### src/fcml_loader_map.vh
// Constants for the configuration mode loader
`ifndef FCML_LOADER_MAP_VH
`define FCML_LOADER_MAP_VH

// Mode pin codes, sampled at start of configuration
`define FCML_MODE_SER      3'h0
`define FCML_MODE_PLO      3'h4
`define FCML_MODE_PHI      3'h6
`define FCML_MODE_PER      3'h5
`define FCML_MODE_SLV      3'h7

// Parallel address start values
`define FCML_ADDR_LO_START 16'h0000
`define FCML_ADDR_HI_START 16'hffff

// Stream header
`define FCML_PRE_CODE      4'h2
`define FCML_LEN_LAST      5'h17

// Configuration memory shape
`define FCML_FRAME_BITS    8
`define FCML_FRAME_LAST    3'h7
`define FCML_FRAMES        4
`define FCML_FRAME_IDX_MAX 2'h3
`define FCML_BYTE_BITS     4'h8

// Readback framing
`define FCML_RB_STOP_POS   4'h9
`define FCML_RB_DUMMY_LEFT 2'h1
`define FCML_RB_NEVER      2'h0
`define FCML_RB_ONCE       2'h1
`define FCML_RB_CMD        2'h2

// Internal configuration clock half period
`define FCML_CLK_NS        40
`define FCML_CONFIG_CLOCK_HALF_NS  320
`define FCML_CONFIG_CLOCK_HALF_CYC (`FCML_CONFIG_CLOCK_HALF_NS / `FCML_CLK_NS)

`endif
### src/fcml_loader.v
// Configuration mode loader: master, peripheral, slave, chain, readback
// Behaviour
// - Parallel low starts address 0000 upward; parallel high FFFF downward.
// - Parallel modes drive 16-bit address and capture the returned byte.
// - Byte bits serialise from D0; next byte's D0 follows previous bit.
// - Master modes make the clock internally; serial master samples data in.
// - Peripheral write needs strobe and all three selects active together.
// - Each qualified peripheral write while ready is high captures one byte into a buffer.
// - Ready goes high once the buffered byte is used up.
// - Peripheral mode sends eight clock pulses per write, serialising the byte.
// - Parallel master clock runs at eight times the address rate.
// - Slave samples data on rising clock, shifts data out on falling.
// - Lead passes preamble and length, then holds data out high.
// - After own frames, keep loading and forward bits until count reached.
// - Inputs TTL until configured, then as programmed; some stay CMOS.
// - Pull-ups on until configured; afterwards per programmed option.
// - Readback option never, one-time or on-command.
// - Readback starts on trigger rising edge, uses mode pins and clock.
// - External clock drives readback; two dummy bits, then first frame.
// - Readback data bits are inverted.
// - Readback frames carry one start and one stop bit.
// - Readback ends only after every frame; pins then return to normal.
// - Readback inserts storage element state into unused bit positions.
// - Stream: high preamble, four-bit code, 24-bit length count stored.
// - Counter cleared at start counts clocks; done at length and frames.
// - Mode pins sampled at start choose the loading method.
`timescale 1ns/1ps
`include "fcml_loader_map.vh"

module fcml_loader (
  // Clock and reset
  input  wire        clk_i,
  input  wire        reset_i,
  // Control and options
  input  wire        start_i,
  input  wire [2:0]  mode_i,
  input  wire        cmos_opt_i,
  input  wire        pullup_opt_i,
  input  wire [1:0]  readback_opt_i,
  input  wire [3:0]  state_bits_i,
  // Serial data and configuration clock pin
  input  wire        din_i,
  input  wire        config_clock_i,
  output reg         config_clock_o,
  output reg         config_clock_oe_o,
  output reg         dout_o,
  // Parallel memory port
  output reg  [15:0] addr_o,
  output reg         read_clock_o,
  input  wire [7:0]  data_i,
  // Peripheral port
  input  wire        write_strobe_n_i,
  input  wire        chip_select_a_n_i,
  input  wire        chip_select_b_n_i,
  input  wire        chip_select_c_high_i,
  output reg         ready_o,
  // Readback
  input  wire        readback_trigger_pin_i,
  output reg         readback_data_pin_o,
  output reg         readback_data_oe_o,
  // Status and pad control
  output reg         done_o,
  output reg         io_cmos_o,
  output reg         fixed_cmos_o,
  output reg         io_pullup_o
);

  localparam ST_IDLE = 4'h1;
  localparam ST_LOAD = 4'h2;
  localparam ST_DONE = 4'h4;
  localparam ST_RB   = 4'h8;
  localparam PH_PRE  = 4'h1;
  localparam PH_LEN  = 4'h2;
  localparam PH_FRM  = 4'h4;
  localparam PH_PASS = 4'h8;

  // Two-flop synchronisers for all pin inputs
  wire [17:0] raw = {mode_i, readback_trigger_pin_i, chip_select_c_high_i,
                     chip_select_b_n_i, chip_select_a_n_i, write_strobe_n_i,
                     config_clock_i, din_i, data_i};
  reg  [17:0] s1_q;
  reg  [17:0] s2_q;
  always @(posedge clk_i or posedge reset_i) begin
    if (reset_i) begin
      s1_q <= 18'h0;
      s2_q <= 18'h0;
    end else begin
      s1_q <= raw;
      s2_q <= s1_q;
    end
  end
  wire [7:0] d_s    = s2_q[7:0];
  wire       din_s  = s2_q[8];
  wire       ck_s   = s2_q[9];
  wire       qual   = ~s2_q[10] & ~s2_q[11] & ~s2_q[12] & s2_q[13];
  wire       trig_s = s2_q[14];
  wire [2:0] mode_s = s2_q[17:15];

  reg  [3:0]  st_q;
  reg  [3:0]  ph_q;
  reg  [2:0]  mode_q;
  reg  [3:0]  div_q;
  reg         burst_q;
  reg  [3:0]  pcnt_q;
  reg  [7:0]  pbyte_q;
  reg  [7:0]  pbuf_q;
  reg  [3:0]  sr_q;
  reg  [4:0]  lcnt_q;
  reg  [23:0] len_q;
  reg  [23:0] cnt_q;
  reg         infrm_q;
  reg  [2:0]  fcnt_q;
  reg  [1:0]  frame_q;
  reg  [7:0]  fword_q;
  reg         dout_pend_q;
  reg         ck_d_q;
  reg         qual_d_q;
  reg         trig_d_q;
  reg  [1:0]  rb_dum_q;
  reg  [3:0]  rb_k_q;
  reg  [1:0]  rb_f_q;
  reg         rb_end_q;
  reg         rb_used_q;
  reg  [`FCML_FRAME_BITS-1:0] mem [0:`FCML_FRAMES-1];

  wire is_slv  = (mode_q == `FCML_MODE_SLV);
  wire is_per  = (mode_q == `FCML_MODE_PER);
  wire is_phi  = (mode_q == `FCML_MODE_PHI);
  wire is_par  = (mode_q == `FCML_MODE_PLO) | is_phi;
  wire ld      = (st_q == ST_LOAD);
  wire run     = ld & ~is_slv & (~is_per | burst_q);
  wire tick    = run & (div_q == `FCML_CONFIG_CLOCK_HALF_CYC - 4'h1);
  wire int_r   = tick & ~config_clock_o;
  wire int_f   = tick & config_clock_o;
  wire ext_r   = ck_s & ~ck_d_q;
  wire ext_f   = ~ck_s & ck_d_q;
  wire rise    = is_slv ? ext_r : int_r;
  wire fall    = is_slv ? ext_f : int_f;
  wire bit_evt = ld & rise;
  wire qrise   = qual & ~qual_d_q;
  wire trise   = trig_s & ~trig_d_q;
  wire rb_ok   = (readback_opt_i == `FCML_RB_CMD) |
                 ((readback_opt_i == `FCML_RB_ONCE) & ~rb_used_q);
  reg        b;
  wire [7:0] fword_n = {b, fword_q[7:1]};

  // Bit presented to the framer this clock
  always @* begin
    b = din_s;
    if (is_par) begin
      b = (pcnt_q[2:0] == 3'h0) ? d_s[0] : pbyte_q[pcnt_q[2:0]];
    end else if (is_per) begin
      b = pbuf_q[pcnt_q[2:0]];
    end
  end

  // Readback word with storage state in the last frame bit
  wire [7:0] rb_word = {state_bits_i[rb_f_q], mem[rb_f_q][6:0]};
  reg        rb_bit;
  always @* begin
    rb_bit = 1'b1;
    if (rb_dum_q == 2'h0) begin
      if (rb_k_q == 4'h0) begin
        rb_bit = 1'b0;
      end else if (rb_k_q == `FCML_RB_STOP_POS) begin
        rb_bit = 1'b1;
      end else begin
        rb_bit = ~rb_word[rb_k_q[2:0] - 3'h1];
      end
    end
  end

  always @(posedge clk_i) begin
    if (bit_evt & (ph_q == PH_FRM) & infrm_q &
        (fcnt_q == `FCML_FRAME_LAST)) begin
      mem[frame_q] <= fword_n;
    end
  end

  // Internal configuration clock divider
  always @(posedge clk_i or posedge reset_i) begin
    if (reset_i) begin
      div_q          <= 4'h0;
      config_clock_o <= 1'b0;
    end else if (!run) begin
      div_q          <= 4'h0;
      config_clock_o <= 1'b0;
    end else if (tick) begin
      div_q          <= 4'h0;
      config_clock_o <= ~config_clock_o;
    end else begin
      div_q          <= div_q + 4'h1;
    end
  end

  always @(posedge clk_i or posedge reset_i) begin
    if (reset_i) begin
      st_q <= ST_IDLE;
      ph_q <= PH_PRE;
      mode_q <= `FCML_MODE_SER;
      burst_q <= 1'b0;
      pcnt_q <= 4'h0;
      pbyte_q <= 8'h0;
      pbuf_q <= 8'h0;
      sr_q <= 4'hf;
      lcnt_q <= 5'h0;
      len_q <= 24'h0;
      cnt_q <= 24'h0;
      infrm_q <= 1'b0;
      fcnt_q <= 3'h0;
      frame_q <= 2'h0;
      fword_q <= 8'h0;
      dout_pend_q <= 1'b1;
      ck_d_q <= 1'b0;
      qual_d_q <= 1'b0;
      trig_d_q <= 1'b0;
      rb_dum_q <= 2'h0;
      rb_k_q <= 4'h0;
      rb_f_q <= 2'h0;
      rb_end_q <= 1'b0;
      rb_used_q <= 1'b0;
      config_clock_oe_o <= 1'b0;
      dout_o <= 1'b1;
      addr_o <= 16'h0;
      read_clock_o <= 1'b0;
      ready_o <= 1'b0;
      readback_data_pin_o <= 1'b1;
      readback_data_oe_o <= 1'b0;
      done_o <= 1'b0;
      io_cmos_o <= 1'b0;
      fixed_cmos_o <= 1'b1;
      io_pullup_o <= 1'b1;
    end else begin
      ck_d_q <= ck_s;
      qual_d_q <= qual;
      trig_d_q <= trig_s;
      read_clock_o <= 1'b0;
      config_clock_oe_o <= ld & ~is_slv;
      done_o <= (st_q == ST_DONE) | (st_q == ST_RB);
      io_cmos_o <= ((st_q == ST_DONE) | (st_q == ST_RB)) & cmos_opt_i;
      fixed_cmos_o <= 1'b1;
      io_pullup_o <= ~((st_q == ST_DONE) | (st_q == ST_RB)) |
                     pullup_opt_i;
      if (ld & fall) begin
        dout_o <= dout_pend_q;
      end
      case (st_q)
        ST_IDLE: begin
          if (start_i) begin
            st_q <= ST_LOAD;
            mode_q <= mode_s;
            ph_q <= PH_PRE;
            sr_q <= 4'hf;
            cnt_q <= 24'h0;
            frame_q <= 2'h0;
            infrm_q <= 1'b0;
            pcnt_q <= 4'h0;
            burst_q <= 1'b0;
            ready_o <= (mode_s == `FCML_MODE_PER);
            addr_o <= (mode_s == `FCML_MODE_PHI) ? `FCML_ADDR_HI_START
                                                 : `FCML_ADDR_LO_START;
          end
        end
        ST_LOAD: begin
          if (is_per & qrise & ready_o) begin
            pbuf_q <= d_s;
            ready_o <= 1'b0;
            burst_q <= 1'b1;
            pcnt_q <= 4'h0;
          end
          if (is_per & burst_q & fall & (pcnt_q == `FCML_BYTE_BITS)) begin
            burst_q <= 1'b0;
            ready_o <= 1'b1;
            pcnt_q <= 4'h0;
          end
          if (bit_evt) begin
            cnt_q <= cnt_q + 24'h1;
            if (is_per) begin
              pcnt_q <= pcnt_q + 4'h1;
            end else if (is_par) begin
              pcnt_q <= {1'b0, pcnt_q[2:0] + 3'h1};
              if (pcnt_q[2:0] == 3'h0) begin
                pbyte_q <= d_s;
                read_clock_o <= 1'b1;
                addr_o <= is_phi ? addr_o - 16'h1 : addr_o + 16'h1;
              end
            end
            case (ph_q)
              PH_PRE: begin
                dout_pend_q <= b;
                sr_q <= {sr_q[2:0], b};
                if ({sr_q[2:0], b} == `FCML_PRE_CODE) begin
                  ph_q <= PH_LEN;
                  lcnt_q <= 5'h0;
                end
              end
              PH_LEN: begin
                dout_pend_q <= b;
                len_q <= {len_q[22:0], b};
                lcnt_q <= lcnt_q + 5'h1;
                if (lcnt_q == `FCML_LEN_LAST) begin
                  ph_q <= PH_FRM;
                end
              end
              PH_FRM: begin
                dout_pend_q <= 1'b1;
                if (!infrm_q) begin
                  infrm_q <= ~b;
                  fcnt_q <= 3'h0;
                end else begin
                  fword_q <= fword_n;
                  fcnt_q <= fcnt_q + 3'h1;
                  if (fcnt_q == `FCML_FRAME_LAST) begin
                    infrm_q <= 1'b0;
                    frame_q <= frame_q + 2'h1;
                    if (frame_q == `FCML_FRAME_IDX_MAX) begin
                      ph_q <= PH_PASS;
                    end
                  end
                end
              end
              PH_PASS: begin
                dout_pend_q <= b;
              end
              default: ph_q <= PH_PRE;
            endcase
          end
          if ((ph_q == PH_PASS) & (cnt_q >= len_q) & ~config_clock_o) begin
            st_q <= ST_DONE;
            ready_o <= 1'b0;
            burst_q <= 1'b0;
          end
        end
        ST_DONE: begin
          if (trise & rb_ok) begin
            st_q <= ST_RB;
            readback_data_pin_o <= 1'b1;
            readback_data_oe_o <= 1'b1;
            rb_dum_q <= `FCML_RB_DUMMY_LEFT;
            rb_k_q <= 4'h0;
            rb_f_q <= 2'h0;
            rb_end_q <= 1'b0;
          end
        end
        ST_RB: begin
          if (ext_f) begin
            if (rb_end_q) begin
              st_q <= ST_DONE;
              readback_data_oe_o <= 1'b0;
              readback_data_pin_o <= 1'b1;
              rb_used_q <= 1'b1;
            end else begin
              readback_data_pin_o <= rb_bit;
              if (rb_dum_q != 2'h0) begin
                rb_dum_q <= rb_dum_q - 2'h1;
              end else if (rb_k_q == `FCML_RB_STOP_POS) begin
                rb_k_q <= 4'h0;
                rb_f_q <= rb_f_q + 2'h1;
                rb_end_q <= (rb_f_q == `FCML_FRAME_IDX_MAX);
              end else begin
                rb_k_q <= rb_k_q + 4'h1;
              end
            end
          end
        end
        default: st_q <= ST_IDLE;
      endcase
    end
  end

endmodule

### config.mk
export PLATFORM = sky130hd
export DESIGN_NAME = fcml_loader
export DESIGN_NICKNAME = d
export VERILOG_FILES = /design/src/fcml_loader.v
export VERILOG_INCLUDE_DIRS = /design/src /design/src/src
export SDC_FILE = /design/constraint.sdc
export NUM_CORES = 1
export LEC_CHECK = 0
export BUFFER_PORTS_ARGS = -buffer_cell sky130_fd_sc_hd__buf_4
export CORE_MARGIN = 4
export CORE_UTILIZATION = 66
export DETAILED_ROUTE_END_ITERATION = 7
export PLACE_DENSITY = 0.85
export SYNTH_ARGS = -nofsm -noshare
export SYNTH_HDL_FRONTEND = slang
export SYNTH_SLANG_ARGS = --single-unit
### constraint.sdc
create_clock -name clk_i -period 9.3 [get_ports clk_i]
set_clock_uncertainty 0.15 [all_clocks]
set_input_delay 0.465 -clock clk_i [delete_from_list [all_inputs] [get_ports clk_i]]
set_output_delay 0.465 -clock clk_i [all_outputs]
set_load 0.02 [all_outputs]
==> results.ini <==
[timing]
rsz0062_at_grt=false
tightestPinTransition_ns=1.173
period_minus_slack_ns=3.610
hold_violations=15
hold_slack_ns=-0.02891
slew_headroom=0.2151
post-route-period-util=0.3882
final_max_slew_viol_count=0
fmax_mhz=277.0
tns_ns=0
setup-violations-final=0

[final_layout]
final_cells=1249
antennaDiodeCount=0
drive_above_1_share=0.1357
fin_nets=1129
fillers=956
area_growth_pct=14.63
final_cell_mix=dfrtp_1, nand2_1, nor2_1, o21ai_0, buf_4
final_common_cell=dfrtp_1

[critical_path]
crit_type=flop to flop
end_kind=flop
critPathArrivalTime_ns=3.85
worstPathMaxFanout=14
required_ns=9.54
critPathLaunchType=flop

[floorplan]
start_util=0.6691
rows=45
dieArea_sq_um=17400
pin_count=56
fp.dieW_um=131.9
coreArea_sq_um=15150
fp.dieH_um=131.9

[grt]
grt_max_degree=102
grt_pass1_wl_um=36290
grt_overflow=0
track_usage=0.2477
grt_pass1_vias=7632
antenna_found_initial=0

[synthesis]
synth-seq-cells=209
async_reset_ff_frac=0.8660
avgSynthCellArea_sq_um=10.41
yosysWarnings=0
synth_edf_count=28
netlist_area_sq_um=10130
syn-num-nets=1058
synth_cells=974
yosysSeqAreaShare=0.5310
synth.distinct_cells=73
synthFlopType=dfrtp_1

[run]
cap_viol_max_count=0

[drt]
ant_nets=0
vias_per_cell=5.962
wire_per_inst_um=16.78
drc=0
wirelength_um=20960
vias=7446
drt_iter0_drc=469
firstDrtPassIters=5

[power_and_ir_drop]
worst_ir_drop_vdd_mv=0.2370
pwr_density_cell_nw_per_um2=222.3
leakagePower_uw=0.005158

[clock_tree]
clock_sinks=209
htree_levels=1
clkTransAtPathRegs_ns=0.06
clock_latency_ns=0.50
post_cts_buffers=0
cts_tree=yes
cts_made_buffers=22
root_buffer=clkbuf_16
clock_path_buffers=3

[worst_hold_path]
hold_class=primary input to async pin

[placement]
dpl.cell_count=1190
place_congestion=0.8934
hpwlAfterDp_um=13800
io_buffer_count=54

[run_status]
failed_checks=hold timing
status=finished, violations left

==> layer usage <==
layer,global-route usage,part of all wire,vias up
met5,0,0,-
met4,0.06884,0.023,0
met3,0.03893,0.048,42
met2,0.4350,0.51,198
met1,0.3224,0.42,3633
li1,-,-,3573
==> Yosys cell counts, types with 10 or more instances <==
library cell | number | area share
and3_1 | 14 | 0.0086
nor2_1 | 84 | 0.031
o21ai_0 | 74 | 0.037
dfrtp_1 | 172 | 0.42
clkbuf_1 | 20 | 0.0074
nand4_1 | 12 | 0.0074
a21oi_1 | 45 | 0.022
inv_1 | 45 | 0.017
edfxtp_1 | 28 | 0.083
nor3_1 | 14 | 0.0069
nand3_1 | 27 | 0.013
mux2_2 | 13 | 0.014
xor2_1 | 17 | 0.015
xnor2_1 | 18 | 0.016
nand2b_1 | 11 | 0.0068
ha_1 | 54 | 0.067
mux4_2 | 13 | 0.029
nand2_1 | 147 | 0.054
nor2b_1 | 13 | 0.0080
o21a_1 | 10 | 0.0074
==> registers in the layout (all words and copies together) (netlist names), 2 cells and up <==
name,cells
mem,28
cnt_q,24
len_q,24
s1_q,18
s2_q,18
addr_o,16
pbuf_q,8
pbyte_q,8
fword_q,7
lcnt_q,5
div_q,4
pcnt_q,4
ph_q,4
rb_k_q,4
st_q,4
fcnt_q,3
mode_q,3
sr_q,3
frame_q,2
rb_dum_q,2
rb_f_q,2
==> worst max-delay path: stages, from the launching register on <==
cell and delay (ns):
dfrtp_1 0.56, nand3_1 0.28, inv_1 0.46, ha_1 0.37
a21o_1 0.20, a21oi_1 0.36, o211ai_1 0.19, a41oi_1 0.35
xnor2_1 0.22, a21oi_1 0.12, o21ai_0 0.23
==> final timing paths <==
check	from	to	slack (ns)	cells past startpoint
min in group clk_i	cmos_opt_i	io_cmos_o	0.04	2
worst min register to register	s1_q[9]	s2_q[9]	0.20	0
worst max register to register	mode_q[1]	addr_o[13]	5.69	10
worst min-delay path	reset_i	s1_q[6]	-0.03	2
worst max-delay path	mode_q[1]	addr_o[13]	5.69	10
max in group asynchronous	reset_i	cnt_q[10]	7.48	3
==> power breakdown <==
part	total (uW)	switching (uW)	internal [uW]
registers	1090	89.0	997
clock network	891	349	542
logic	605	363	242
==> per-stage QoR <==
stage	setup slack (ns)	power (uW)	hold slack, ns	utilization	area (sq um)
finish	5.690	2582	-0.02891	0.7670	11620
global route	5.379	2708	0.03791	0.7670	11620
CTS	5.779	2589	0.02212	0.7670	11620
detailed placement	5.933	1679	0.1847	0.7055	10690
global placement	6.069	1653	0.1822	0.7055	10690
floorplan	3.785	1497	0.1812	-	10130
==> what timing repair did <==
action / 4_1_cts / 5_1_grt
gates resized for setup: 0 / 0
hold endpoints to repair: 19 / 0
hold buffers: 19 / 0
==> area by class of cell <==
cell class / instances / area [sq um] / share of cell area
clock inverter: 13 / 141.4 / 0.01217
tap: 188 / 235.2 / 0.02025
multi-input combinational: 688 / 4448 / 0.3829
sequential: 209 / 5381 / 0.4632
inverter: 46 / 177.7 / 0.01529
timing repair buffer: 78 / 633.1 / 0.05450
clock buffer: 27 / 600.6 / 0.05170
==> cell families (layout without fill, tap and decap cells) <==
kind of cell               Yosys count  count (layout)  share of synthesized area
AOI/OAI and AO/OA                  206             206                     0.1256
other                                1               1                  0.0003700
xor gates and xnor gates            35              35                    0.03025
DFF                                209             209                     0.5310
buffers and inverters               77             164                    0.03012
muxes                               29              29                    0.04630
adders and majority gates           55              55                    0.06864
and+or+nand+nor                    362             362                     0.1678
(Power assumes the default switching activity.)
